**src/include/fco_defines.svh**
```systemverilog
// Constants of the flash clock divider and option register block
//
// Overview of operation
// - Loaded flag cleared by reset, set on write
// - Program and erase refused until flag set
// - Divider bits readable, written only once
// - Prescale bit selects bus clock or bus/8
// - Divide selected clock by divisor plus one
// - Operations last whole counts of flash ticks
// - Option byte copied into working register on first edge after reset release
// - Key enable clear blocks backdoor unlock
// - Only secure firmware key writes count
// - Ordered matching eight-byte key unlocks until reset
// - Redirect disable bit one turns redirection off
// - Only security code 1:0 means unsecured
// - Secure state blocks unsecured memory accesses
// - Key match or blank check sets code 1:0
// - Blocked writes ignored, blocked reads return zero
`ifndef FCO_DEFINES_SVH
`define FCO_DEFINES_SVH

// ------------------------------------------------------------
// Register offsets (byte addresses)
// ------------------------------------------------------------
`define FCO_OFS_CDIV 8'h00
`define FCO_OFS_OPT  8'h04
`define FCO_OFS_CTRL 8'h08
`define FCO_OFS_KEY  8'h0c

// ------------------------------------------------------------
// Field positions and codes
// ------------------------------------------------------------
`define FCO_DIVISOR_LOADED_FLAG_BIT  7
`define FCO_PRDIV_BIT  6
`define FCO_BACKDOOR_KEY_ENABLE_BIT  7
`define FCO_NORED_BIT  6
`define FCO_KACC_BIT   5
`define FCO_ST_SEC_BIT 0
`define FCO_ST_BSY_BIT 1
`define FCO_ST_KEY_BIT 2
`define FCO_SEC_UNSEC  2'h2
`define FCO_PRE_LAST   3'h7
`define FCO_KEY_BYTES  4'h8
`define FCO_HTRANS_NSQ 2'h2

`endif

```
**src/include/fco_pkg.sv**
```systemverilog
// Types of the flash clock divider and option register block
package fco_pkg;

  typedef enum logic [0:0] {
    FCO_KEY_IDLE = 1'b0,
    FCO_KEY_OPEN = 1'b1
  } fco_key_st_t;

  typedef struct packed {
    logic [2:0] pre;
    logic [5:0] cnt;
    logic       tick;
  } fco_div_state_t;

  typedef struct packed {
    logic        ld;
    logic [6:0]  cdiv;
    logic        divisor_loaded_flag;
    logic [7:0]  flash_option_reg;
    logic        secure;
    logic        vre;
    fco_key_st_t kst;
    logic [3:0]  kidx;
    logic        kmatch;
    logic        kprev;
    logic        ap_wr;
    logic [7:0]  ap_addr;
    logic        ap_src;
    logic        hready;
    logic [31:0] hrdata;
    logic        busy;
    logic [15:0] pcnt;
    logic        done;
    logic        refused;
    logic        mem_we;
    logic [7:0]  mem_rdata;
  } fco_state_t;

endpackage

```
**src/rtl/fco_top.sv**
```systemverilog
// Flash clock divider, option register, backdoor key and security gate
`timescale 1ns/1ps
`include "fco_defines.svh"
module fco_top #(
  parameter int KEY_BYTES = 8
) (
  // Clock and reset
  input  wire logic        hclk,
  input  wire logic        hresetn,
  // AHB-Lite slave
  input  wire logic        hsel,
  input  wire logic [31:0] haddr,
  input  wire logic [1:0]  htrans,
  input  wire logic        hwrite,
  input  wire logic [2:0]  hsize,
  input  wire logic [31:0] hwdata,
  input  wire logic        hready,
  output logic             hreadyout,
  output logic             hresp,
  output logic [31:0]      hrdata,
  // Bus source qualifiers, valid in address phase
  input  wire logic        src_secure_code,
  input  wire logic        src_background_debug,
  // Nonvolatile contents
  input  wire logic [7:0]  stored_option_byte,
  input  wire logic [63:0] stored_backdoor_key,
  input  wire logic        blank_check_ok,
  // Program and erase sequencer
  input  wire logic        pe_start,
  input  wire logic [15:0] pe_pulse_count,
  output logic             pe_busy_q,
  output logic             pe_done_q,
  output logic             pe_refused_q,
  output logic             fclk_tick_q,
  // Option outputs
  output logic [7:0]       flash_option_reg_q,
  output logic             secure_q,
  output logic             vector_redirect_en_q,
  // Memory access gate
  input  wire logic        mem_req,
  input  wire logic        mem_req_trusted,
  input  wire logic        mem_we_in,
  input  wire logic [7:0]  mem_rdata_in,
  output logic             mem_we_q,
  output logic [7:0]       mem_rdata_q
);

  // ------------------------------------------------------------
  // Elaboration check
  // ------------------------------------------------------------
  generate
    if (KEY_BYTES != 8) begin : g_bad_key
      $error("fco_top: KEY_BYTES must be 8");
    end
  endgenerate

  fco_pkg::fco_state_t q, d;
  logic                tick;
  logic                take;
  logic                blocked;
  logic [7:0]          kbyte;
  logic                new_kacc;

  // ------------------------------------------------------------
  // Decoding
  // ------------------------------------------------------------
  function automatic logic [31:0] reg_read(input logic [7:0] a,
                                           input fco_pkg::fco_state_t s);
    logic [31:0] r;
    r = 32'h0;
    case (a)
      `FCO_OFS_CDIV: begin
        r[`FCO_DIVISOR_LOADED_FLAG_BIT] = s.divisor_loaded_flag;
        r[6:0] = s.cdiv;
      end
      `FCO_OFS_OPT: begin
        r[7:0] = s.flash_option_reg;
      end
      `FCO_OFS_CTRL: begin
        r[`FCO_KACC_BIT] = (s.kst == fco_pkg::FCO_KEY_OPEN);
        r[`FCO_ST_SEC_BIT] = s.secure;
        r[`FCO_ST_BSY_BIT] = s.busy;
        r[`FCO_ST_KEY_BIT] = s.kmatch;
      end
      default: begin
        r = 32'h0;
      end
    endcase
    return r;
  endfunction

  function automatic logic is_secure(input logic [1:0] code);
    return code != `FCO_SEC_UNSEC;
  endfunction

  // ------------------------------------------------------------
  // Flash clock
  // ------------------------------------------------------------
  fco_clkdiv u_div (
    .hclk    (hclk),
    .hresetn (hresetn),
    .run     (q.divisor_loaded_flag),
    .prescale_by_eight  (q.cdiv[`FCO_PRDIV_BIT]),
    .div     (q.cdiv[5:0]),
    .tick_q  (tick)
  );

  // ------------------------------------------------------------
  // Next state
  // ------------------------------------------------------------
  assign take = hsel && htrans[1] && hready;
  assign kbyte = stored_backdoor_key[q.kidx[2:0]*8 +: 8];
  assign blocked = q.secure && !mem_req_trusted;
  assign new_kacc = hwdata[`FCO_KACC_BIT];

  always_comb begin
    d = q;
    d.hready = 1'b1;
    d.done = 1'b0;
    d.refused = 1'b0;
    // Copy happens on the first edge after reset release
    if (!q.ld) begin
      d.ld = 1'b1;
      d.flash_option_reg = stored_option_byte;
    end
    // Address phase
    d.ap_wr = take && hwrite;
    d.ap_addr = haddr[7:0];
    d.ap_src = src_secure_code && !src_background_debug;
    d.kprev = 1'b0;
    if (take && !hwrite) begin
      d.hrdata = reg_read(haddr[7:0], q);
    end
    // Data phase of writes
    if (q.ap_wr) begin
      case (q.ap_addr)
        `FCO_OFS_CDIV: begin
          if (!q.divisor_loaded_flag) begin
            d.cdiv = hwdata[6:0];
            d.divisor_loaded_flag = 1'b1;
          end
        end
        `FCO_OFS_CTRL: begin
          if (new_kacc && q.kst == fco_pkg::FCO_KEY_IDLE) begin
            d.kst = fco_pkg::FCO_KEY_OPEN;
            d.kidx = 4'h0;
            d.kmatch = 1'b1;
          end else if (!new_kacc && q.kst == fco_pkg::FCO_KEY_OPEN) begin
            d.kst = fco_pkg::FCO_KEY_IDLE;
            // Comparison fires on closing the access window
            if (q.flash_option_reg[`FCO_BACKDOOR_KEY_ENABLE_BIT] && q.kmatch &&
                q.kidx == `FCO_KEY_BYTES) begin
              d.flash_option_reg[1:0] = `FCO_SEC_UNSEC;
            end
          end
        end
        `FCO_OFS_KEY: begin
          d.kprev = 1'b1;
          // Debug or unsecured writes leave the sequence untouched
          if (q.kst == fco_pkg::FCO_KEY_OPEN && q.ap_src) begin
            if (q.kprev || q.kidx == `FCO_KEY_BYTES) begin
              d.kmatch = 1'b0;
            end else begin
              d.kmatch = q.kmatch && (hwdata[7:0] == kbyte);
              d.kidx = q.kidx + 4'h1;
            end
          end
        end
        default: begin
        end
      endcase
    end
    if (blank_check_ok) begin
      d.flash_option_reg[1:0] = `FCO_SEC_UNSEC;
    end
    d.secure = is_secure(d.flash_option_reg[1:0]);
    d.vre = !d.flash_option_reg[`FCO_NORED_BIT];
    // Program and erase timing
    // Tick counted first, so a refused start never swallows a pulse
    if (q.busy && tick) begin
      if (q.pcnt <= 16'h1) begin
        d.busy = 1'b0;
        d.done = 1'b1;
        d.pcnt = 16'h0;
      end else begin
        d.pcnt = q.pcnt - 16'h1;
      end
    end
    if (pe_start) begin
      if (!q.divisor_loaded_flag || q.busy) begin
        d.refused = 1'b1;
      end else begin
        d.busy = 1'b1;
        d.pcnt = pe_pulse_count;
      end
    end
    // Memory gate
    d.mem_we = mem_req && mem_we_in && !blocked;
    d.mem_rdata = (mem_req && !blocked) ? mem_rdata_in : 8'h00;
  end

  always_ff @(posedge hclk or negedge hresetn) begin
    if (!hresetn) begin
      q <= '0;
    end else begin
      q <= d;
    end
  end

  // ------------------------------------------------------------
  // Outputs
  // ------------------------------------------------------------
  assign hreadyout = q.hready;
  assign hresp = 1'b0;
  assign hrdata = q.hrdata;
  assign pe_busy_q = q.busy;
  assign pe_done_q = q.done;
  assign pe_refused_q = q.refused;
  assign fclk_tick_q = tick;
  assign flash_option_reg_q = q.flash_option_reg;
  assign secure_q = q.secure;
  assign vector_redirect_en_q = q.vre;
  assign mem_we_q = q.mem_we;
  assign mem_rdata_q = q.mem_rdata;
endmodule

```
**src/rtl/fco_clkdiv.sv**
```systemverilog
// Flash timing tick generator: optional divide by eight, then divisor plus one
`timescale 1ns/1ps
`include "fco_defines.svh"
module fco_clkdiv (
  // Clock and reset
  input  wire logic       hclk,
  input  wire logic       hresetn,
  // Divider setting
  input  wire logic       run,
  input  wire logic       prescale_by_eight,
  input  wire logic [5:0] div,
  // One-cycle tick per flash clock period
  output logic            tick_q
);

  fco_pkg::fco_div_state_t q, d;
  logic src_en;

  always_comb begin
    d = q;
    d.tick = 1'b0;
    src_en = 1'b1;
    if (prescale_by_eight) begin
      src_en = (q.pre == `FCO_PRE_LAST);
    end
    if (!run) begin
      d.pre = 3'h0;
      d.cnt = 6'h0;
    end else begin
      d.pre = q.pre + 3'h1;
      if (src_en) begin
        if (q.cnt >= div) begin
          d.cnt = 6'h0;
          d.tick = 1'b1;
        end else begin
          d.cnt = q.cnt + 6'h1;
        end
      end
    end
  end

  always_ff @(posedge hclk or negedge hresetn) begin
    if (!hresetn) begin
      q <= '0;
    end else begin
      q <= d;
    end
  end

  assign tick_q = q.tick;

endmodule

```
**config.mk**
```make
export PLATFORM = sky130hd
export DESIGN_NAME = fco_top
export DESIGN_NICKNAME = d
export VERILOG_FILES = /design/src/include/fco_pkg.sv /design/src/rtl/fco_top.sv /design/src/rtl/fco_clkdiv.sv
export VERILOG_INCLUDE_DIRS = /design/src /design/src/include
export SDC_FILE = /design/constraint.sdc
export NUM_CORES = 1
export LEC_CHECK = 0
export BUFFER_PORTS_ARGS = -buffer_cell sky130_fd_sc_hd__buf_2
export CAP_MARGIN = 20
export CORE_AREA = 2 2 93 113
export CTS_CLUSTER_SIZE = 14
export DETAILED_ROUTE_END_ITERATION = 6
export DIE_AREA = 0 0 95 115
export PLACE_DENSITY_LB_ADDON = 0.12
export SYNTH_ARGS = -nofsm -noshare
export SYNTH_HDL_FRONTEND = slang
export SYNTH_HIERARCHICAL = 1
export SYNTH_SLANG_ARGS = --single-unit
```
**constraint.sdc**
```tcl
create_clock -name hclk -period 5.6 [get_ports hclk]
set_input_delay 0.56 -clock hclk [delete_from_list [all_inputs] [get_ports hclk]]
set_output_delay 0.56 -clock hclk [all_outputs]
set_load 0.005 [all_outputs]
```
======== Word-level counts from Yosys, hierarchy flattened ========
Index checks and enable logic that the tools add are counted.
cells by class
  add/sub/neg operators ................... 4
  $lt $le $gt $ge ......................... 2
  equal/unequal tests ..................... 12
  shift-type cells ........................ 1
  muxes and demuxes ....................... 35
  bitwise logic cells ..................... 2
  reductions and logical operators ........ 34
operators with widths
  operator                                                                            number
  64-bit by 7-bit variable part select with 8-bit output                              1
  17-bit two-way mux                                                                  2
  8-bit by 4-bit == test with 1-bit output (second input constant)                    3
  18-bit two-way mux                                                                  1
  16-bit by 1-bit less-or-equal comparator with 1-bit output (second input constant)  1
  1-bit logical AND                                                                   16
  8-bit zero test                                                                     2
  16-bit two-way mux                                                                  1
  16-bit by 1-bit subtractor with 16-bit output (second input constant)               1
  7-bit two-way mux                                                                   2
  1-bit two-way mux                                                                   12
  2-bit two-way mux                                                                   6
  5-bit two-way mux                                                                   2
  5-bit one-hot mux with 2 select lines                                               1
  9-bit two-way mux                                                                   1
  3-bit one-hot mux with 3 select lines                                               1
  8-bit by 3-bit == test with 1-bit output (second input constant)                    1
  8-bit == test                                                                       1
  8-bit two-way mux                                                                   1
  2-bit != test (second input constant)                                               4
  2-bit one-hot mux with 2 select lines                                               2
  1-bit zero test                                                                     7
  6-bit by 1-bit adder with 6-bit output (second input constant)                      1
  6-bit greater-or-equal comparator                                                   1
  other kinds (15)                                                                    19
word-level totals
  flip-flop bits (word level) ............. 82
  input port bits ......................... 177
  output and inout bits ................... 57
  word-level logic and storage cells ...... 114

======== Logic depth before layout (Yosys ltp) ========
  depth in word-level cells ............... 9
  depth in mapped cells ................... 10
  depth with buffers taken out ............ 8

======== Modules after synthesis ========
The synthesis kept the hierarchy.
modules (own cells, without submodules)
  module      times used  cells an instance  area an instance (µm²)  sequential area each (µm²)
  fco_top     1           394                4201.5                  1801.7
  fco_clkdiv  1           64                 620.6                   250.2

======== Worst setup path after synthesis ========
OpenSTA, ideal clock, no wires.
  path type ............................... register to register
  start ................................... register q[73] (netlist bit)
  end ..................................... register q[74] (netlist bit)
  setup time .............................. 122 ps
  data arrival time ....................... 1948 ps
  required time ........................... 5478 ps
  slack ................................... 3531 ps
  cell stages (with the launch flop) ...... 10
  path through ............................ dfrtp_1 > buf_6 > buf_4 > inv_1 > ha_1 > and3b_1 > o31a_1 > or2_2 > o21bai_1 > a32o_1
between the ends
  cells in the longest elaborated chain, start to end .. 4
  elaborated cells between the ends (all ways) .. 8
  classes of those cells .................. add/sub: 1; eq/ne: 2; mux: 3; reduce/logical: 2
ends and longest elaborated chain
  element                                                                              line            text
  start: declaration                                                                   fco_top.sv:57   fco_pkg::fco_state_t q, d;
  start signal: assignment                                                             fco_top.sv:204  q <= '0;
  start signal: assignment                                                             fco_top.sv:206  q <= d;
  4-bit by 1-bit adder with 4-bit output / 4-bit == test (equally long branches)       n/a
  4-bit two-way mux / 1-bit logical OR (equally long branches)                         n/a
  5-bit two-way mux / 2-bit != test (equally long branches)                            n/a
  5-bit one-hot mux with 2 select lines / 5-bit AND reduction (equally long branches)  n/a
Parallel ways exist; a longest one is shown, timed or not. The select of a mux whose other input is x is not followed.
A chain may end at the register's enable or synchronous reset.

======== Worst setup path after layout ========
  start ................................... register q[73] (netlist bit)
  end ..................................... register q[76] (netlist bit)
Same word-level chain as after synthesis.

==> impl_metrics.env <==
export IMPL_status="finished clean"
export IMPL_maxSlewHeadroom_pct=30.3
export IMPL_insertion_delay_ps=330
export IMPL_crit_chain="inv_1 > ha_1 > and3b_1 > o31a_1 > or2_2 > nor2_1 > nand3_1 > o21ai_0"
export IMPL_holdCritPathClass="input port to async pin"
export IMPL_viasPerCell=5.07
export IMPL_synth_xor_area_share_pct=3.81
export IMPL_yosysWarnings=6
export IMPL_synth_mux_area_share_pct=13.4
export IMPL_tns_ps=0
export IMPL_worst_pin_slew_ps=1050
export IMPL_final_cells=718
export IMPL_p_leak_uw=0.00278
export IMPL_p_clk_share_pct=43.6
export IMPL_start_kind="flop"
export IMPL_arrival_ps=2860
export IMPL_critical_path_depth=8
export IMPL_ys_flop_type="dfrtp_1"
export IMPL_grt_pass1_wl_mm=16.6
export IMPL_rows=40
export IMPL_place_gp_congestion=0.798
export IMPL_drt_iter0_drc=89
export IMPL_postCtsSetupRepairBufs=0
export IMPL_slowest_stage="dfrtp_1"
export IMPL_layout_common_cells="155 x buf_2, 82 x dfrtp_1, 38 x nand2_1"
export IMPL_synthSimpleGateAreaFrac_pct=15.0
export IMPL_power_total_uw=1460
export IMPL_die_w_um=95
export IMPL_cts_reportedPaths_clkPinSlew_ps=60
export IMPL_post_place_ws_ps=3010
export IMPL_critPathMaxFanout=17
export IMPL_die_y_um=115
export IMPL_synth_compound_area_share_pct=10.3
export IMPL_diodes=0
export IMPL_clockRootBuffer="clkbuf_16"
export IMPL_final_period_utilization_pct=46.7
export IMPL_seqCellArea_um2=2050
export IMPL_io_buffers=156
export IMPL_worst_slack_ps=2980
export IMPL_tritoncts_num_buffers=9
export IMPL_syn_to_final_growth_pct=19.3
export IMPL_multi_input_area_um2=2330
export IMPL_ys_seq_elements=82
export IMPL_critPathCaptureType="flop"
export IMPL_setup_viol=0
export IMPL_skew_ps=6.23
export IMPL_routedWlPerCell_um=14.6
export IMPL_grt_remaining_overflow=0
export IMPL_vias=3641
export IMPL_synth_cells=458
export IMPL_antenna_found_initial=0
export IMPL_placed_cells=702
export IMPL_postCtsHoldBufs=0
export IMPL_timing_final_hold_violations=0
export IMPL_cts_tree="built"
export IMPL_crit_type="flop to flop"
export IMPL_finalMaxSlewViolations=0
export IMPL_internal_power_uw=1130
export IMPL_crit_buf_inv=1
export IMPL_power_density_nw_per_um2=255
export IMPL_synth_avg_cell_area_um2=10.5
export IMPL_cts_buffer_depth=2
export IMPL_synth_edf_count=0
export IMPL_period_needed_ps=2620
export IMPL_totalWireLength_mm=10.5
export IMPL_ant_nets=0
export IMPL_dr_pass1_iters=4
export IMPL_hpwl_mm=8.08
export IMPL_synthAdderAreaFrac_pct=3.89
export IMPL_ys_seq_area_share_pct=42.6
export IMPL_synth_top_family_by_area="simple AND/OR/NAND/NOR gates"
export IMPL_synth_area_um2=4820
export IMPL_grt_setup_unrepaired="false"
export IMPL_ctsResizeCount=0
export IMPL_dr_wl_met3_um=643
export IMPL_pwr_share_comb_pct=10.8
export IMPL_cts_sinks=82
export IMPL_io_pins=234
export IMPL_die_area_um2=10900
export IMPL_core_area_um2=9860
export IMPL_ys_types=61
export IMPL_async_flop_share_pct=100
export IMPL_max_freq_ghz=0.382
export IMPL_cts_max_level=3
export IMPL_wl_met2_mm=5.28
export IMPL_start_util_pct=48.9
export IMPL_cpLargestDelayFamily="simple AND/OR/NAND/NOR gates"
export IMPL_fin_nets=780
export IMPL_power_share_switching_pct=22.8
export IMPL_final_common_cell="buf_2"
export IMPL_top_layer_used="met4"
export IMPL_worst_endpoint_required_ps=5850
export IMPL_p_seq_share_pct=45.6
export IMPL_ir_drop_mv=0.175
export IMPL_nFillCells=893
export IMPL_drive_gt1_share_pct=35.0
export IMPL_wl_met1_mm=4.32
export IMPL_rr_worst_depth=8
export IMPL_maxCapViolCount=0
export IMPL_switchingPower_uw=334
export IMPL_grt_use_total_pct=19.6
export IMPL_drc=0
export IMPL_grt_max_degree=83
export IMPL_max_stage_delay_ps=840
export IMPL_first_global_vias=3531
[final cells by class]
class / instances / share of cell area, %
multi-input combinational: 317 / 40.5
sequential: 82 / 35.7
timing repair buffer: 157 / 14.1
clock buffer: 13 / 4.52
tap: 126 / 2.74
inverter: 21 / 1.37
clock inverter: 2 / 1.04
[power groups by stage]
stage	Clock (µW)	Sequential [µW]	Combinational, µW
6_report	639	668	157
5_1_grt	679	673	178
4_1_cts	651	667	158
3_5_place_dp	0	678	157
3_3_place_gp	0	676	154
2_1_floorplan	0	668	102
[worst paths after layout]
path                             from               endpoint  slack [ps]
max                             q[73]                  q[76]        2980
min reg2reg                u_div/q[7]             u_div/q[7]         440
max reg2reg                     q[73]                  q[76]        2980
min in group hclk            haddr[7]                  q[69]         340
min                           hresetn         mem_rdata_q[5]         110
max in group asynchronous     hresetn  flash_option_reg_q[3]        4890
[stage by stage]
| step | area, µm² | hold WS, ps | utilization, % |
|---|---|---|---|
| 2_1_floorplan | 4910 | 264 | - |
| 3_3_place_gp | 5400 | 424 | 54.8 |
| 3_5_place_dp | 5400 | 429 | 54.8 |
| 4_1_cts | 5720 | 333 | 58.1 |
| 5_1_grt | 5750 | 127 | 58.3 |
| 6_report | 5750 | 110 | 58.3 |
[metal layers]
metal	up-vias	GRT usage, %
met2	129	33.2
met5	-	0
li1	1785	-
met1	1709	24.2
met3	18	4.06
met4	0	8.31
[synthesized netlist by cell type, drive strengths merged, types with 4 or more instances]
cell	n	area, µm²
nand3	9	45.0
ha	15	188
nor2b	5	31.3
nor2	21	78.8
xor2	12	105
inv	20	75.1
clkbuf	5	18.8
o31ai	5	42.5
and3	4	25.0
nor4	5	50.1
a21oi	13	65.1
and2	13	81.3
a22o	4	35.0
a21o	5	37.5
dfrtp	82	2050
mux4	10	233
nand2	39	149
or2	4	27.5
o21ai	28	140
xnor2	9	78.8
buf	57	430
mux2i	21	210
a221oi	4	35.0
nand2b	10	62.6
mux2	18	203
nor3	8	45.0
[cells by family after synthesis]
kind of cell,after synthesis
compound gates,75
xor+xnor,21
fa+ha+maj,15
buf+inv,83
flops,82
mux,49
other cells,2
simple gates,131
[state kept, by name (all words and copies together), names as in the netlist, 8 cells and up]
name	flops
q	41
flash_option_reg_q	8
u_div/q	9
mem_rdata_q	8
hrdata	8
(Power assumes the default switching activity.)
